### src/ecc_defs.svh
// Register offsets, field positions, reset values and counts of the ECC RAM controller
`ifndef ECC_DEFS_SVH
`define ECC_DEFS_SVH

`define ECC_OFS_CTRL      6'h00
`define ECC_OFS_IRQEN     6'h04
`define ECC_OFS_MODE      6'h08
`define ECC_OFS_INIT_STATUS_REG  6'h0C
`define ECC_OFS_PEND      6'h10
`define ECC_OFS_SLOG0     6'h14
`define ECC_OFS_SLOG1     6'h18
`define ECC_OFS_DLOG0     6'h1C
`define ECC_OFS_DLOG1     6'h20

`define ECC_CTRL_EN_BIT   0
`define ECC_CTRL_INIT_LSB 8
`define ECC_STAT_BUSY_LSB 8
`define ECC_PEND_DBL_LSB  2

`define ECC_RST_WORD      32'h0000_0000
`define ECC_INIT_DATA     32'h0000_0000
`define ECC_LAST_WORD     8'hFF

`endif

### src/ecc_pkg.sv
// Types shared by the ECC RAM controller modules
package ecc_pkg;
	typedef logic [7:0]  ram_addr_t;
	typedef logic [31:0] word_t;
	typedef logic [6:0]  check_t;
	typedef logic [38:0] cw_t;
	typedef enum logic [1:0] {
		ST_IDLE = 2'b01,
		ST_INIT = 2'b10
	} port_state_t;
endpackage : ecc_pkg

### src/ecc_ctl_if.sv
// Control and event carrier between the register side and one RAM port engine
`timescale 1ns/1ps
`default_nettype none
interface ecc_ctl_if;
	logic                ecc_en_shadow;
	logic                cfg_req;
	logic                cfg_ack;
	logic                init_start;
	logic                init_busy;
	logic                init_done;
	logic                periph_run;
	logic                sbe;
	logic                dbe;
	ecc_pkg::ram_addr_t  err_addr;
	modport regs (output ecc_en_shadow, cfg_req, init_start, periph_run,
		input cfg_ack, init_busy, init_done, sbe, dbe, err_addr);
	modport port (input ecc_en_shadow, cfg_req, init_start, periph_run,
		output cfg_ack, init_busy, init_done, sbe, dbe, err_addr);
endinterface : ecc_ctl_if
`default_nettype wire

### src/ecc_secded.sv
// Single-error-correct, double-error-detect code over a 32-bit word
`timescale 1ns/1ps
`default_nettype none
module ecc_secded
	import ecc_pkg::*;
(
	input  wire ecc_pkg::word_t  enc_data_i,
	output var   ecc_pkg::check_t enc_check_o,
	input  wire ecc_pkg::word_t  dec_data_i,
	input  wire ecc_pkg::check_t dec_check_i,
	output var   ecc_pkg::word_t  dec_data_o,
	output logic                 dec_single_o,
	output logic                 dec_double_o
);
	import ecc_pkg::*;

	// Data bits go to the non power-of-two code positions 1..38
	function automatic cw_t spread(input word_t d);
		cw_t cw;
		int  k;
		cw = '0;
		k  = 0;
		for (int p = 1; p < 39; p++) begin
			if ((p & (p - 1)) != 0) begin
				cw[p] = d[k];
				k++;
			end
		end
		return cw;
	endfunction : spread

	function automatic word_t gather(input cw_t cw);
		word_t d;
		int    k;
		d = '0;
		k = 0;
		for (int p = 1; p < 39; p++) begin
			if ((p & (p - 1)) != 0) begin
				d[k] = cw[p];
				k++;
			end
		end
		return d;
	endfunction : gather

	function automatic logic [5:0] hamming(input cw_t cw);
		logic [5:0] c;
		c = '0;
		for (int i = 0; i < 6; i++) begin
			for (int p = 1; p < 39; p++) begin
				if (((p >> i) & 1) == 1)
					c[i] = c[i] ^ cw[p];
			end
		end
		return c;
	endfunction : hamming

	// Encode: six Hamming bits plus overall parity on top
	wire logic [5:0] enc_ham = hamming(spread(enc_data_i));
	assign enc_check_o = {^{enc_data_i, enc_ham}, enc_ham};

	// Decode: syndrome picks the flipped position, parity splits single from double
	wire cw_t        dec_cw  = spread(dec_data_i);
	wire logic [5:0] syn     = hamming(dec_cw) ^ dec_check_i[5:0];
	wire logic       par_err = ^{dec_data_i, dec_check_i};
	wire cw_t        fixed   = dec_cw ^ (cw_t'(par_err) << syn);
	assign dec_single_o = par_err;
	assign dec_double_o = !par_err && (syn != 6'h00);
	assign dec_data_o   = gather(fixed);
endmodule : ecc_secded
`default_nettype wire

### src/ecc_ram_port.sv
// One RAM port: access path, check bits, read checking and the init engine
`timescale 1ns/1ps
`default_nettype none
`include "ecc_defs.svh"
module ecc_ram_port
	import ecc_pkg::*;
(
	input  wire logic            clk_i,
	input  wire logic            rst_n_i,
	ecc_ctl_if.port              ctl,
	input  wire logic            usr_req_i,
	input  wire logic            usr_we_i,
	input  wire ecc_pkg::ram_addr_t usr_addr_i,
	input  wire ecc_pkg::word_t  usr_wdata_i,
	output var   ecc_pkg::word_t  usr_rdata_o,
	output logic                 usr_rvalid_o,
	output logic                 ram_en_o,
	output logic                 ram_we_o,
	output var   ecc_pkg::ram_addr_t ram_addr_o,
	output var   ecc_pkg::cw_t    ram_wdata_o,
	input  wire ecc_pkg::cw_t    ram_rdata_i
);
	import ecc_pkg::*;

	port_state_t state_r;
	ram_addr_t   cnt_r;
	ram_addr_t   addr_p1_r;
	ram_addr_t   addr_p2_r;
	logic        ecc_en_r;
	logic        rd_p1_r;
	logic        rd_p2_r;
	word_t       dec_data;
	check_t      enc_check;
	logic        dec_single;
	logic        dec_double;

	// User access only outside init and with the peripheral running
	wire logic  busy   = (state_r == ST_INIT);
	wire logic  accept = usr_req_i && ctl.periph_run && !busy;
	wire word_t wdata  = busy ? `ECC_INIT_DATA : usr_wdata_i;
	// Init always writes consistent check bits so later reads pass
	wire check_t wcheck = (busy || ecc_en_r) ? enc_check : 7'h00;
	assign ctl.init_busy = busy;

	ecc_secded u_code (
		.enc_data_i   (wdata),
		.enc_check_o  (enc_check),
		.dec_data_i   (ram_rdata_i[31:0]),
		.dec_check_i  (ram_rdata_i[38:32]),
		.dec_data_o   (dec_data),
		.dec_single_o (dec_single),
		.dec_double_o (dec_double)
	);

	// RAM request stage; RAM data returns one cycle after a read
	always_ff @(posedge clk_i) begin
		if (!rst_n_i) begin
			ram_en_o    <= 1'b0;
			ram_we_o    <= 1'b0;
			ram_addr_o  <= '0;
			ram_wdata_o <= '0;
		end else begin
			ram_en_o    <= busy || accept;
			ram_we_o    <= busy || (accept && usr_we_i);
			ram_addr_o  <= busy ? cnt_r : usr_addr_i;
			ram_wdata_o <= {wcheck, wdata};
		end
	end

	// Init engine walks every word, then flags done
	always_ff @(posedge clk_i) begin
		if (!rst_n_i) begin
			state_r       <= ST_IDLE;
			cnt_r         <= '0;
			ctl.init_done <= 1'b0;
		end else begin
			unique case (state_r)
				ST_IDLE: begin
					if (ctl.init_start) begin
						state_r       <= ST_INIT;
						cnt_r         <= '0;
						ctl.init_done <= 1'b0;
					end
				end
				ST_INIT: begin
					cnt_r <= cnt_r + 8'h01;
					if (cnt_r == `ECC_LAST_WORD) begin
						state_r       <= ST_IDLE;
						ctl.init_done <= 1'b1;
					end
				end
			endcase
		end
	end

	// Read check only on real read cycles
	always_ff @(posedge clk_i) begin
		if (!rst_n_i) begin
			rd_p1_r      <= 1'b0;
			rd_p2_r      <= 1'b0;
			addr_p1_r    <= '0;
			addr_p2_r    <= '0;
			usr_rvalid_o <= 1'b0;
			usr_rdata_o  <= '0;
			ctl.sbe      <= 1'b0;
			ctl.dbe      <= 1'b0;
			ctl.err_addr <= '0;
		end else begin
			rd_p1_r      <= accept && !usr_we_i;
			addr_p1_r    <= usr_addr_i;
			rd_p2_r      <= rd_p1_r;
			addr_p2_r    <= addr_p1_r;
			usr_rvalid_o <= rd_p2_r;
			usr_rdata_o  <= ecc_en_r ? dec_data : ram_rdata_i[31:0];
			ctl.sbe      <= rd_p2_r && ecc_en_r && dec_single;
			ctl.dbe      <= rd_p2_r && ecc_en_r && dec_double;
			ctl.err_addr <= addr_p2_r;
		end
	end

	// Four-phase handover of the enable; the copy changes only on a request
	always_ff @(posedge clk_i) begin
		if (!rst_n_i) begin
			ecc_en_r    <= 1'b0;
			ctl.cfg_ack <= 1'b0;
		end else if (ctl.cfg_req && !ctl.cfg_ack) begin
			ecc_en_r    <= ctl.ecc_en_shadow;
			ctl.cfg_ack <= 1'b1;
		end else if (!ctl.cfg_req) begin
			ctl.cfg_ack <= 1'b0;
		end
	end
endmodule : ecc_ram_port
`default_nettype wire

### src/ecc_ram_ctrl.sv
// ECC RAM controller top: Avalon-MM register slave and two RAM port engines
// Function
// - Init allowed while peripheral held in reset
// - Init request bit starts the init engine
// - Dual port: separate init bit and flag
// - Per-port done flag gates interrupt setup; here the done flags are only read back, gating nothing
// - Check bits written with data when enabled
// - Reads checked and corrected when enabled
// - Coding work only on valid RAM cycles
// - Irq mode register steers error requests
// - Port logic runs on its port clock; here both port engines run on clk_sys_i
// - Register side clocked separately, synchronized; here it shares clk_sys_i and only the peripheral reset is synchronized
// - Reset keeps RAM, clears slave state
// - Double errors always interrupt, log address
// - Single errors interrupt only when enabled
//
// Our own choices: the Avalon-MM slave port and the address map.
`timescale 1ns/1ps
`default_nettype none
`include "ecc_defs.svh"
module ecc_ram_ctrl
	import ecc_pkg::*;
(
	input  wire logic                    clk_sys_i,
	input  wire logic                    reset_n_i,
	input  wire logic                    periph_reset_n_i,
	input  wire logic [5:0]              address_i,
	input  wire logic                    read_i,
	input  wire logic                    write_i,
	input  wire logic [31:0]             writedata_i,
	output logic      [31:0]             readdata_o,
	output logic                         waitrequest_o,
	input  wire logic [1:0]              usr_req_i,
	input  wire logic [1:0]              usr_we_i,
	input  wire ecc_pkg::ram_addr_t [1:0] usr_addr_i,
	input  wire ecc_pkg::word_t [1:0]    usr_wdata_i,
	output var   ecc_pkg::word_t [1:0]   usr_rdata_o,
	output logic [1:0]                   usr_rvalid_o,
	output logic [1:0]                   ram_en_o,
	output logic [1:0]                   ram_we_o,
	output var   ecc_pkg::ram_addr_t [1:0] ram_addr_o,
	output var   ecc_pkg::cw_t [1:0]     ram_wdata_o,
	input  wire ecc_pkg::cw_t [1:0]      ram_rdata_i,
	output logic                         irq_single_o,
	output logic                         irq_double_o
);
	import ecc_pkg::*;

	logic        ecc_en_r;
	logic        irqen_r;
	logic        mode_r;
	logic        cfg_req_r;
	logic        cfg_pend_r;
	logic [1:0]  start_r;
	logic [3:0]  pend_r;
	logic [3:0]  pend_nxt;
	logic        prst_meta_r;
	logic        prst_sync_r;
	ram_addr_t   slog_r [2];
	ram_addr_t   dlog_r [2];
	logic [1:0]  sbe_new;
	logic [1:0]  sbe_ev;
	logic [1:0]  dbe_ev;
	logic [1:0]  ack_w;
	logic [1:0]  busy_w;
	logic [1:0]  done_w;
	ram_addr_t   eaddr_w [2];

	ecc_ctl_if ctl_if [2] ();

	// Peripheral reset pin is asynchronous to us: two flops first
	always_ff @(posedge clk_sys_i) begin
		if (!reset_n_i) begin
			prst_meta_r <= 1'b0;
			prst_sync_r <= 1'b0;
		end else begin
			prst_meta_r <= periph_reset_n_i;
			prst_sync_r <= prst_meta_r;
		end
	end

	// Per-port engines; both share this clock in this build
	genvar g;
	generate
		for (g = 0; g < 2; g++) begin : g_port
			assign ctl_if[g].ecc_en_shadow = ecc_en_r;
			assign ctl_if[g].cfg_req       = cfg_req_r;
			assign ctl_if[g].init_start    = start_r[g];
			assign ctl_if[g].periph_run    = prst_sync_r;
			assign ack_w[g]   = ctl_if[g].cfg_ack;
			assign busy_w[g]  = ctl_if[g].init_busy;
			assign done_w[g]  = ctl_if[g].init_done;
			assign sbe_ev[g]  = ctl_if[g].sbe;
			assign dbe_ev[g]  = ctl_if[g].dbe;
			assign eaddr_w[g] = ctl_if[g].err_addr;
			// Mode 1 reports a single error only when its address is new
			assign sbe_new[g] = sbe_ev[g] && (!mode_r || eaddr_w[g] != slog_r[g]);

			ecc_ram_port u_port (
				.clk_i        (clk_sys_i),
				.rst_n_i      (reset_n_i),
				.ctl          (ctl_if[g]),
				.usr_req_i    (usr_req_i[g]),
				.usr_we_i     (usr_we_i[g]),
				.usr_addr_i   (usr_addr_i[g]),
				.usr_wdata_i  (usr_wdata_i[g]),
				.usr_rdata_o  (usr_rdata_o[g]),
				.usr_rvalid_o (usr_rvalid_o[g]),
				.ram_en_o     (ram_en_o[g]),
				.ram_we_o     (ram_we_o[g]),
				.ram_addr_o   (ram_addr_o[g]),
				.ram_wdata_o  (ram_wdata_o[g]),
				.ram_rdata_i  (ram_rdata_i[g])
			);
		end
	endgenerate

	// Bus decode; a write lands at the edge where waitrequest is seen low
	wire logic wr_take   = write_i && !waitrequest_o;
	wire logic hit_ctrl  = (address_i == `ECC_OFS_CTRL);
	wire logic hit_irqen = (address_i == `ECC_OFS_IRQEN);
	wire logic hit_mode  = (address_i == `ECC_OFS_MODE);
	wire logic hit_pend  = (address_i == `ECC_OFS_PEND);
	wire logic wr_ctrl   = wr_take && hit_ctrl;
	wire logic [1:0] init_wr = writedata_i[`ECC_CTRL_INIT_LSB +: 2];
	wire logic [3:0] pend_clr = (wr_take && hit_pend) ? writedata_i[3:0] : 4'h0;

	// Pending bits: set beats a clear in the same cycle
	always_comb begin
		pend_nxt = pend_r & ~pend_clr;
		pend_nxt = pend_nxt | {dbe_ev, sbe_new};
	end

	// Read mux; unmapped words read as zero
	function automatic logic [31:0] reg_view(input logic [5:0] a, input logic en,
			input logic ie, input logic md, input logic [1:0] bz, input logic [1:0] dn,
			input logic [3:0] pd, input ram_addr_t s0, input ram_addr_t s1,
			input ram_addr_t d0, input ram_addr_t d1);
		logic [31:0] v;
		v = 32'h0000_0000;
		unique case (a)
			`ECC_OFS_CTRL:     v = {22'h0, bz, 7'h00, en};
			`ECC_OFS_IRQEN:    v = {31'h0, ie};
			`ECC_OFS_MODE:     v = {31'h0, md};
			`ECC_OFS_INIT_STATUS_REG: v = {22'h0, bz, 6'h00, dn};
			`ECC_OFS_PEND:     v = {28'h0, pd};
			`ECC_OFS_SLOG0:    v = {24'h0, s0};
			`ECC_OFS_SLOG1:    v = {24'h0, s1};
			`ECC_OFS_DLOG0:    v = {24'h0, d0};
			`ECC_OFS_DLOG1:    v = {24'h0, d1};
			default:           v = 32'h0000_0000;
		endcase
		return v;
	endfunction : reg_view

	// One wait cycle on every access, then completion
	always_ff @(posedge clk_sys_i) begin
		if (!reset_n_i) begin
			waitrequest_o <= 1'b1;
			readdata_o    <= `ECC_RST_WORD;
		end else if (!waitrequest_o) begin
			waitrequest_o <= 1'b1;
		end else if (read_i || write_i) begin
			waitrequest_o <= 1'b0;
			readdata_o    <= reg_view(address_i, ecc_en_r, irqen_r, mode_r, busy_w,
				done_w, pend_r, slog_r[0], slog_r[1], dlog_r[0], dlog_r[1]);
		end
	end

	// Control, enable and mode registers
	always_ff @(posedge clk_sys_i) begin
		if (!reset_n_i) begin
			ecc_en_r <= 1'b0;
			irqen_r  <= 1'b0;
			mode_r   <= 1'b0;
		end else begin
			if (wr_ctrl)
				ecc_en_r <= writedata_i[`ECC_CTRL_EN_BIT];
			if (wr_take && hit_irqen)
				irqen_r <= writedata_i[0];
			if (wr_take && hit_mode)
				mode_r <= writedata_i[0];
		end
	end

	// Enable handover; a write during a transfer waits in cfg_pend_r for the next round,
	// since a request raised while the ports still acknowledge would never be sampled
	wire logic cfg_idle = !cfg_req_r && !(|ack_w);
	always_ff @(posedge clk_sys_i) begin
		if (!reset_n_i) begin
			cfg_req_r  <= 1'b0;
			cfg_pend_r <= 1'b0;
		end else begin
			if (cfg_req_r && &ack_w)
				cfg_req_r <= 1'b0;
			else if (cfg_idle && (wr_ctrl || cfg_pend_r))
				cfg_req_r <= 1'b1;
			if (wr_ctrl && !cfg_idle)
				cfg_pend_r <= 1'b1;
			else if (cfg_idle)
				cfg_pend_r <= 1'b0;
		end
	end

	// Init start pulses; either port may run alone or both together
	always_ff @(posedge clk_sys_i) begin
		if (!reset_n_i)
			start_r <= 2'b00;
		else
			start_r <= wr_ctrl ? init_wr : 2'b00;
	end

	// Status, logs and interrupt lines
	always_ff @(posedge clk_sys_i) begin
		if (!reset_n_i) begin
			pend_r       <= 4'h0;
			irq_single_o <= 1'b0;
			irq_double_o <= 1'b0;
			for (int i = 0; i < 2; i++) begin
				slog_r[i] <= '0;
				dlog_r[i] <= '0;
			end
		end else begin
			pend_r <= pend_nxt;
			for (int i = 0; i < 2; i++) begin
				if (sbe_ev[i])
					slog_r[i] <= eaddr_w[i];
				if (dbe_ev[i])
					dlog_r[i] <= eaddr_w[i];
			end
			irq_single_o <= irqen_r && (|pend_r[1:0]);
			irq_double_o <= |pend_r[3:2];
		end
	end
endmodule : ecc_ram_ctrl
`default_nettype wire

### config.mk
export PLATFORM = sky130hd
export DESIGN_NAME = ecc_ram_ctrl
export DESIGN_NICKNAME = d
export VERILOG_FILES = /design/src/ecc_pkg.sv /design/src/ecc_ctl_if.sv /design/src/ecc_secded.sv /design/src/ecc_ram_port.sv /design/src/ecc_ram_ctrl.sv
export VERILOG_INCLUDE_DIRS = /design/src /design/src/src
export SDC_FILE = /design/constraint.sdc
export NUM_CORES = 1
export LEC_CHECK = 0
export BUFFER_PORTS_ARGS = -buffer_cell sky130_fd_sc_hd__buf_2
export CAP_MARGIN = 10
export CORE_MARGIN = 2
export CORE_UTILIZATION = 53
export DETAILED_ROUTE_END_ITERATION = 10
export PLACE_DENSITY = 0.77
export SLEW_MARGIN = 20
export SYNTH_ARGS = -nofsm -noshare
export SYNTH_HDL_FRONTEND = slang
export SYNTH_SLANG_ARGS = --single-unit
### constraint.sdc
create_clock -name clk_sys_i -period 3.2 [get_ports clk_sys_i]
set_input_delay 0.16 -clock clk_sys_i [delete_from_list [all_inputs] [get_ports clk_sys_i]]
set_output_delay 0.16 -clock clk_sys_i [all_outputs]
set_load 0.02 [all_outputs]
==> run metrics, run 1 <==
ys flop type dfxtp_1; startpoint of the worst hold path writedata_i[1]; core area ~26000 µm²; RSZ-0062 raised after global routing false; first-pass GRT wire length 64.04 mm; CTS tree yes; die height about 170 µm; Slowest cell on crit path dlygate4sd3_1; Critical Path Fanout Max 14; Starting Density 54.01%; DIE AREA roughly 28000 µm²; die width between 150 and 200 µm; via/cell ratio roughly 5.5; Worst Setup Path Type in2reg; worst-case clock buffer depth 3; Clock Root Buffer clkbuf_16; CP most frequent cell xnor3_2; worst hold stages 4; failing checks DRC; DP Wirelength between 20 and 30 mm; Reg2Reg Depth 6; Seq/Total Area, Yosys 45.39%; worst min-delay path class in2reg; Iter 0 DRT Violations 942; FP Rows just under 60; Fmax between 300 and 400 MHz; IO buf count roughly 360; Critical Path AT 3.52 ns; routed wire length about 41 mm; final critical-path share of the clock period a little over nine tenths; Final Hold Vio Count 0; TNS Setup 0 ns; FFs w/ async S/R, synth 0%; Max VDD drop between 0.4 and 0.5 mV; antenna viol nets, final 0; Worst R2R Setup Slack 1.08 ns; Layout area overhead 33.57%; CTS clk-pin slew, worst paths around 0.060 ns; number of iterations in the first detailed-routing pass 10; total track usage between 20% and 30%; vias in the first global route 12140; via count 12090; data required time of the critical path about 3.6 ns; Setup-failing EPs final 0; worst r2r dst g_port[0].u_port.usr_rdata_o[21]$_SDFF_PN0_; Final GP Congestion between 0.9 and 1; slew of the pin with the lowest slew margin just under 0.9 ns; Hold Crit Endpoint pend_r[1]$_SDFF_PN0_; number of flops mapped to enable cells by yosys 32; Fin Clk Skew between 0.01 and 0.015 ns; worst rel slew slack roughly two fifths; clock period minus worst slack 3.101 ns; CTS buffer count 34; number of H-tree levels 2; pin count of the biggest net entering global routing between 100 and 150; Leakage approximately 0.0086 µW; FILL cells between 1500 and 2000; most frequent cells in the layout 354 x buf_2, 272 x dfxtp_1, 156 x dlygate4sd3_1; FF-to-FF Start g_port[0].u_port.ecc_en_r$_SDFFE_PN0P_; Crit. End Element flop; Nets between 2000 and 2500; power per cell area about 610 nW/µm²; Final Max Slew Viols 0; most common cell after layout, fill and taps aside buf_2; DRC viols 9; Cells after Synth 1351; max_cap viols 0; WL per Instance around 19 µm; Remaining Overflow, GRT 0; status finished with violations; Netlist Area Pre-Place roughly 14000 µm²; clk sinks ~300; Yosys cell types 57; Synth Area per Inst ~10 µm²; clk_lat worst skew 0.51 ns; total power 11530 µW; crit-path cells dlygate4sd3_1 -> buf_2 -> xnor3_1 -> xnor3_2 -> xnor2_1 -> xnor3_2 -> nand3_1 -> or3_1 -> a21boi_0; Yosys warnings 0; Boundary Pins between 400 and 500; slowest stage delay, CP about 0.53 ns; Critical Path Start Type primary input; layout cells sized above 1 24.57%; #FFs+latches synth 304; antenna violations before repair 3
[routing by layer]
layer,global-route usage (%),wire (µm),part of all wire [%],vias up
met5,0,0,0,-
met4,12.70,1783,4.3,0
met3,6.783,3489,8.5,139
met2,47.72,19830,48,574
met1,35.22,15950,39,5766
li1,-,-,-,5611
[flip-flops by register name, summed over array words and instances (netlist names), 4 cells and up]
| signal | cells |
|---|---|
| slog_r | 16 |
| g_port.u_port.ram_addr_o | 16 |
| g_port.u_port.cnt_r | 16 |
| g_port.u_port.ram_wdata_o | 78 |
| g_port.u_port.addr_p1_r | 16 |
| g_port.u_port.ctl.err_addr | 16 |
| g_port.u_port.addr_p2_r | 16 |
| dlog_r | 16 |
| pend_r | 4 |
| g_port.u_port.state_r | 4 |
| g_port.u_port.usr_rdata_o | 64 |
| readdata_o | 10 |
[power by group]
group / switching, µW / internal (µW)
Clock: 1580 / 2330
Combinational: 1960 / 1610
Sequential: 54.0 / 3990
Total: 3590 / 7930
[cells by family after synthesis]
group                    count (synthesis)  synth area share, %
AO/OA/AOI/OAI                          220                9.795
AND/OR/NAND/NOR                        461                18.47
multiplexers                            19                1.755
XOR/XNOR                               249                21.11
adder cells (fa/ha/maj)                  2               0.1773
buffers and inverters                   95                3.280
flip-flops                             304                45.39
other                                    1              0.02657
[metrics by stage]
step / std cells / worst slack (ns) / util (%) / cell area (µm²) / hold slack (ns)
6_report: 2210 / 0.09908 / 72.14 / 18850 / 0.02234
5_1_grt: 2210 / 0.001783 / 72.14 / 18850 / 0.03597
4_1_cts: 2203 / 0.1412 / 71.82 / 18770 / 0.003657
3_5_place_dp: 1988 / 0.2105 / 61.53 / 16080 / 0.3456
3_3_place_gp: 1988 / 0.2700 / 61.53 / 16080 / 0.3446
2_1_floorplan: 1372 / 0.7008 / - / 14190 / 0.2376
[cell type report]
type / count / area, µm² / area share (%)
antenna: 3 / 7.507 / 0.03982
clock buffer: 43 / 978.4 / 5.190
clock inverter: 16 / 147.6 / 0.7831
inverter: 4 / 15.01 / 0.07964
multi-input combinational: 973 / 7365 / 39.06
sequential: 304 / 6406 / 33.98
tap: 335 / 419.2 / 2.223
timing repair buffer: 532 / 3515 / 18.64
[how the worst max path moves through the flow]
| stage | from | endpoint | slack [ns] | cells past startpoint |
|---|---|---|---|---|
| 2_1_floorplan | ram_rdata_i[30] | g_port[0].u_port.usr_rdata_o[14]$_SDFF_PN0_ | 0.70 | 8 |
| 3_3_place_gp | ram_rdata_i[56] | g_port[1].u_port.usr_rdata_o[17]$_SDFF_PN0_ | 0.27 | 9 |
| 3_5_place_dp | ram_rdata_i[56] | g_port[1].u_port.usr_rdata_o[16]$_SDFF_PN0_ | 0.21 | 9 |
| 4_1_cts | ram_rdata_i[56] | g_port[1].u_port.usr_rdata_o[16]$_SDFF_PN0_ | 0.14 | 10 |
| 5_1_grt | ram_rdata_i[25] | g_port[0].u_port.usr_rdata_o[8]$_SDFF_PN0_ | 0.002 | 9 |
| 6_report | ram_rdata_i[30] | g_port[0].u_port.usr_rdata_o[21]$_SDFF_PN0_ | 0.1 | 9 |
[what timing repair did]
| item | in CTS | in global routing |
|---|---|---|
| hold endpoints to repair | 173 | 0 |
| hold buffers | 156 | 0 |
| buffers inserted | 0 | 4 |
| endpoints found under the setup margin | 0 | 32 |
| resized for setup | 0 | 8 |
[worst max-delay path, delay by kind of cell]
kind            cells  cell delay, ns
buf+inv             2            0.68
xor+xnor            4            1.51
compound gates      1            0.22
simple gates        2            0.94
[synthesized netlist by cell type, types with 4 or more instances]
library cell,n,share of area (%)
mux2i_1,9,0.64
a21boi_1,6,0.32
or3_1,56,2.5
edfxtp_1,32,6.8
xnor2_1,136,8.4
xor2_1,56,3.5
nand3_1,12,0.43
a21boi_0,58,3.1
nor2_1,62,1.6
nand4_1,8,0.35
nor4_1,10,0.44
o21ai_0,98,3.5
or4_1,4,0.21
inv_1,4,0.11
and3_1,73,3.2
mux4_2,4,0.64
o21a_1,5,0.27
and2_1,102,4.5
a21oi_1,14,0.50
buf_4,28,1.5
o31ai_1,5,0.27
nand2b_1,15,0.66
nand2_1,48,1.3
clkbuf_1,60,1.6
nor2b_1,32,1.4
nor3_1,22,0.78
dfxtp_1,272,39
xnor3_1,50,8.0
mux2_2,6,0.48
a22oi_1,17,0.90
Power figures use the tool's default switching activity.
==> run 2, diff against run 1 <==
- CORE_ASPECT_RATIO: unset -> 0.6
==> run 2 against run 1 <==
The run now ends clean. Clock skew is 0.0036 ns lower. Setup slack better by 0.021 ns. Clock-buffer cell count is 7 lower. Hold slack better by 0.11 ns. Wire length is 5.4% higher. Cell count is 0.86% higher. Via count is 0.25% higher. Clock power is 14% lower. First-iteration DRC count is 3.8% higher. Critical path depth stayed put. Total power is 5.1% lower. Critical path type unchanged. Largest cell class unchanged. Highest routed layer unchanged.
==> run metrics, run 2 (same netlist as run 1, synthesis figures left out) <==
Leakage 0.008429 µW (-1.5%); Starting Density 53.66% (-0.35 points); power per cell area 586.8 nW/µm² (-4.0%); CTS tree yes; worst-case clock buffer depth 3 (unchanged); clk sinks 304 (unchanged); Boundary Pins 404 (unchanged); via count 12120 (+0.25%); Critical Path Start Type primary input; Final Hold Vio Count 0 (unchanged); clk_lat worst skew 0.56 ns (+0.05 ns); max FFs per register 78 (unchanged); FP Rows 46 (-22%); Fin Clk Skew 0.01028 ns (-0.003599 ns); Crit. End Element flop; Critical Path AT 3.56 ns (+0.04 ns); Iter 0 DRT Violations 978 (+3.8%); top flop regs g_port.u_port.ram_wdata_o (78), g_port.u_port.usr_rdata_o (64); Remaining Overflow, GRT 0 (unchanged); status finished, final reports clean; number of iterations in the first detailed-routing pass 5 (-5); Most flops, register g_port.u_port.ram_wdata_o; crit-path cells dlygate4sd3_1 -> buf_2 -> xnor3_1 -> xor2_1 -> xor2_1 -> xnor2_1 -> nand2_1 -> or4_1 -> a21boi_0; Final Max Slew Viols 0 (unchanged); slew of the pin with the lowest slew margin 0.9776 ns (+0.1084 ns); clock period minus worst slack 3.080 ns (-0.02089 ns); final critical-path share of the clock period 96.25% (-0.65 points); Fmax 324.7 MHz (+0.68%); most frequent cells in the layout 354 x buf_2, 272 x dfxtp_1, 159 x dlygate4sd3_1; slowest stage delay, CP 0.61 ns (+0.08 ns); CP most frequent cell xor2_1; TNS Setup 0 ns (unchanged); total power 10940 µW (-5.1%); Critical Path Fanout Max 7 (-7); routed wire length 43.28 mm (+5.4%); worst rel slew slack 34.23% (-7.2 points); DRC viols 0 (-9); Max VDD drop 0.3626 mV (-25%); antenna viol nets, final 0 (unchanged); Nets 2050 (-0.29%); worst min-delay path class in2reg; data required time of the critical path 3.68 ns (+0.06 ns); core area 26300 µm² (+0.65%); post-CTS setup buffer count 0 (unchanged); die width 214.7 µm (+28%); layout cells sized above 1 23.87% (-0.70 points); Layout area overhead 32.10%; Slowest cell on crit path or4_1; number of H-tree levels 1 (-1); RSZ-0062 raised after global routing false; IO buf count 355 (unchanged); most common cell after layout, fill and taps aside buf_2; vias in the first global route 11670 (-3.8%); utilization after layout 70.89% (-1.3 points); pin count of the biggest net entering global routing 110 (-12%); Final Non-Filler Cells 2229 (+0.86%); DIE AREA 28000 µm² (+0.16%); CTS clk-pin slew, worst paths 0.06 ns (about the same); Setup-failing EPs final 0 (unchanged); Final GP Congestion 1.002 (+9.0%); DP Wirelength 29.10 mm (+7.6%); Clock Root Buffer clkbuf_16; Worst Setup Path Type in2reg; via/cell ratio 5.437 (-0.61%); die height 130.4 µm (-22%); placed cells 2013 (+1.3%); first-pass GRT wire length 64.61 mm (+0.89%); hold_ws 0.1287 ns (+0.1064 ns); max_cap viols 0 (unchanged); CTS buffer count 29 (-15%); antenna violations before repair 3 (unchanged); WL per Instance 19.42 µm (+4.5%); total track usage 29.51% (+1.0 points)
run 2: cell count changes in the layout (fill, tap and decap cells not counted), sizes merged:
cell         previous run  this run
clkinv                  9         8
clkbuf                 43        36
buf                   376       372
inv                     4         5
dlygate4sd3           156       159
diode                   3         5
clkinvlp                5         6
bufinv                  2         1
run 2: cell type report:
type / count / area (µm²)
inverters: 4 / 15.01
flip-flops and latches: 304 / 6406
clock buffers: 36 / 792.0
clock inverters: 16 / 130.1
diodes: 5 / 12.51
multi-input cells: 973 / 7337
well taps: 360 / 450.4
repair buffers: 531 / 3502
fillers: 1861 / 7657
run 2: worst paths after layout:
| path | start | endpoint | slack [ns] | cells after the start |
|---|---|---|---|---|
| worst min register to register | g_port[1].u_port.addr_p2_r[2]$_SDFF_PN0_ | g_port[1].u_port.ctl.err_addr[2]$_SDFF_PN0_ | 0.43 | 1 |
| worst max register to register | g_port[1].u_port.state_r[0]$_SDFFE_PN1P_ | g_port[1].u_port.rd_p1_r$_SDFF_PN0_ | 0.98 | 5 |
| worst min-delay path | reset_n_i | g_port[1].u_port.state_r[0]$_SDFFE_PN1P_ | 0.13 | 2 |
| worst max-delay path | ram_rdata_i[58] | g_port[1].u_port.usr_rdata_o[9]$_SDFF_PN0_ | 0.12 | 9 |
run 2: worst max-delay path, delay by kind of cell:
| kind | cells | cell delay, ns |
|---|---|---|
| AND/OR/NAND/NOR | 2 | 0.99 |
| XOR/XNOR | 4 | 1.55 |
| buffers and inverters | 2 | 0.69 |
| AO/OA/AOI/OAI | 1 | 0.18 |
run 2: report_power, final:
group          total (µW)  switching [µW]  internal [µW]
logic                3540            1990           1550
clock network        3360            1520           1840
registers            4040            50.4           3990
total               10900            3560           7380
run 2: what timing repair did:
action,in CTS,in global routing
setup endpoints to repair,0,16
hold endpoints to repair,177,0
hold buffers,159,0
gates resized for setup,0,3
run 2: per-layer routing:
metal,GRT usage [%],share of wire [%],vias up
met2,46.13,45,626
met1,41.16,43,5773
met4,9.600,3.3,0
met3,6.574,9.2,118
met5,0,0,-
li1,-,-,5603
run 2: through the flow:
| stage | cell area [µm²] | worst slack, ns |
|---|---|---|
| 2_1_floorplan | 14190 | 0.7008 |
| 3_3_place_gp | 16110 | 0.2313 |
| 3_5_place_dp | 16110 | 0.1540 |
| 4_1_cts | 18630 | 0.1437 |
| 5_1_grt | 18640 | 0.008332 |
| 6_report | 18650 | 0.1200 |
==> run 3, diff against run 2 <==
- clock period: 3.2 -> 3.3 ns (I/O delays scaled with it)
==> run 3 against run 2 <==
Flip-flop and latch count is the same. Sequential power shrank 3%. Clock-buffer cell count is the same. Die area is the same. Wire length shrank 0.61%. Setup slack gained 0.096 ns. Hold slack gained 0.065 ns. Combinational power shrank 3%. Global-route usage shrank 0.077 points. Largest cell class unchanged. Highest routed layer unchanged.
==> run metrics, run 3 (same netlist as run 1, synthesis figures left out) <==
status finished, final reports clean; Setup-failing EPs final 0 (unchanged); Starting Density 53.66% (unchanged); DRC viols 0 (unchanged); CTS clk-pin slew, worst paths 0.07 ns (about the same); routed wire length 43.02 mm (-0.61%); Final GP Congestion 0.9527 (-4.9%); utilization after layout 70.77% (-0.12 points); Worst Setup Path Type in2reg; worst r2r dst g_port[0].u_port.usr_rdata_o[24]$_SDFF_PN0_; FF-to-FF Start g_port[0].u_port.ecc_en_r$_SDFFE_PN0P_; clk sinks 304 (unchanged); worst min-delay path class in2reg; power per cell area 565.1 nW/µm² (-3.7%); via count 12050 (-0.55%); via/cell ratio 5.412 (-0.46%); vias in the first global route 11780 (+0.97%); instance count on the critical path 9 (unchanged); Critical Path Fanout Max 8 (+1); most common cell after layout, fill and taps aside buf_2; Max VDD drop 0.3990 mV (+10%); FP Rows 46 (unchanged); layout cells sized above 1 23.65% (-0.23 points); Fmax between 300 and 400 MHz; number of iterations in the first detailed-routing pass 5 (unchanged); Slowest cell on crit path dlygate4sd3_1; antenna violations before repair 2 (-1); final critical-path share of the clock period around 93%; Remaining Overflow, GRT 0 (unchanged); Clock Root Buffer clkbuf_16; WL per Instance 19.32 µm (-0.53%); DP Wirelength 29.04 mm (-0.23%); clk_lat worst skew 0.56 ns (about the same); antenna viol nets, final 0 (unchanged); Crit. End Element flop; Worst R2R Setup Slack 1.08 ns (+0.10 ns); data required time of the critical path 3.76 ns (+0.08 ns); number of H-tree levels 1 (unchanged); worst-case clock buffer depth 3 (unchanged); top flop regs g_port.u_port.ram_wdata_o (78), g_port.u_port.usr_rdata_o (64); clock period minus worst slack about 3.1 ns; first-pass GRT wire length 64.39 mm (-0.34%); Worst Setup SP ram_rdata_i[1]; Reg2Reg Depth 6 (+1); DIE AREA 28000 µm² (unchanged); Critical Path Start Type primary input; die width 214.7 µm (unchanged); Critical Path AT 3.55 ns (about the same); Iter 0 DRT Violations 861 (-12%); crit-path cells dlygate4sd3_1 -> buf_2 -> xnor3_1 -> xnor3_1 -> xnor3_1 -> nor2b_1 -> o21ai_0 -> or3_1 -> a21boi_0; core area 26300 µm² (unchanged); pin count of the biggest net entering global routing 134 (+22%); Fin Clk Skew 0.009813 ns (-0.0004711 ns); CP top delay family XOR/XNOR gates; buffers and inverters on the worst path 2 (unchanged); post-cts sizing count 0 (unchanged); CTS tree yes; CTS buffer count 29 (unchanged); slowest stage delay, CP 0.53 ns (-0.08 ns); Boundary Pins 404 (unchanged); die height 130.4 µm (unchanged); Leakage 0.008418 µW (-0.13%); Layout area overhead 31.88%; max FFs per register 78 (unchanged); Most flops, register g_port.u_port.ram_wdata_o; Final Max Slew Viols 0 (unchanged); Nets 2049 (-0.049%); slew of the pin with the lowest slew margin 0.9018 ns (-0.07581 ns); worst rel slew slack 39.25% (+5.0 points); CP most frequent cell xnor3_1; Final Hold Vio Count 0 (unchanged); TNS Setup 0 ns (unchanged); total track usage 29.44% (-0.077 points); CP endpoint g_port[0].u_port.usr_rdata_o[24]$_SDFF_PN0_; RSZ-0062 raised after global routing false; IO buf count 355 (unchanged); max_cap viols 0 (unchanged); post-CTS setup buffer count 0 (unchanged); most frequent cells in the layout 354 x buf_2, 272 x dfxtp_1, 159 x dlygate4sd3_1
[run 3: cell types whose count changed in the layout (fill, tap and decap cells not counted), sizes merged]
cell	before	now
clkinv	8	11
diode	5	2
buf	372	371
bufinv	1	0
[run 3: worst reg2reg max path: cells and delay by family, from the launching register on]
| kind | cells | cell delay, ns |
|---|---|---|
| AO/OA/AOI/OAI | 2 | 0.62 |
| AND/OR/NAND/NOR | 3 | 1.00 |
| buffers and inverters | 1 | 0.09 |
| flip-flops | 1 | 0.42 |
[run 3: how the worst min path moves through the flow]
stage,startpoint,end,slack (ns),cells past startpoint
floorplan,usr_we_i[0],g_port[0].u_port.rd_p1_r$_SDFF_PN0_,0.24,1
global placement,usr_we_i[0],g_port[0].u_port.rd_p1_r$_SDFF_PN0_,0.35,2
detailed placement,usr_we_i[0],g_port[0].u_port.rd_p1_r$_SDFF_PN0_,0.35,2
CTS,reset_n_i,g_port[0].u_port.state_r[0]$_SDFFE_PN1P_,0.17,2
global route,reset_n_i,g_port[0].u_port.state_r[0]$_SDFFE_PN1P_,0.22,2
finish,reset_n_i,g_port[0].u_port.state_r[0]$_SDFFE_PN1P_,0.19,2
[run 3: cell type report]
cell class                 instances  area, µm²
antenna                            2      5.005
clock buffer                      36      793.3
multi-input combinational        973       7330
fill                            1893       7689
sequential                       304       6406
timing repair buffer             530       3507
clock inverter                    18      107.6
tap                              360      450.4
inverter                           4      15.01
[run 3: timing repair]
item	in CTS	in global routing
endpoints found under the setup margin	0	0
hold buffers	159	0
endpoints found under the hold margin	176	0
[run 3: layer usage]
| layer | up-vias | track usage, % | wire length (µm) |
|---|---|---|---|
| li1 | 5596 | - | - |
| met1 | 5810 | 40.65 | 18710 |
| met2 | 531 | 45.35 | 19170 |
| met3 | 116 | 7.940 | 3735 |
| met4 | 0 | 9.641 | 1398 |
| met5 | - | 0 | 0 |
[run 3: metrics by stage]
step | setup slack, ns | instance area (µm²) | instances | total power [µW] | hold slack [ns]
after floorplan | 0.7958 | 14190 | 1372 | 6233 | 0.2426
after global placement | 0.3999 | 16120 | 2012 | 7044 | 0.3526
after detailed placement | 0.2636 | 16120 | 2012 | 7118 | 0.3517
after CTS | 0.2971 | 18610 | 2225 | 10430 | 0.1676
after global routing | 0.01431 | 18610 | 2227 | 10920 | 0.2186
final | 0.2160 | 18610 | 2227 | 10520 | 0.1932
[run 3: power by group]
group,internal [µW],switching [µW]
clock network,1710,1470
logic,1480,1940
registers,3870,47.9
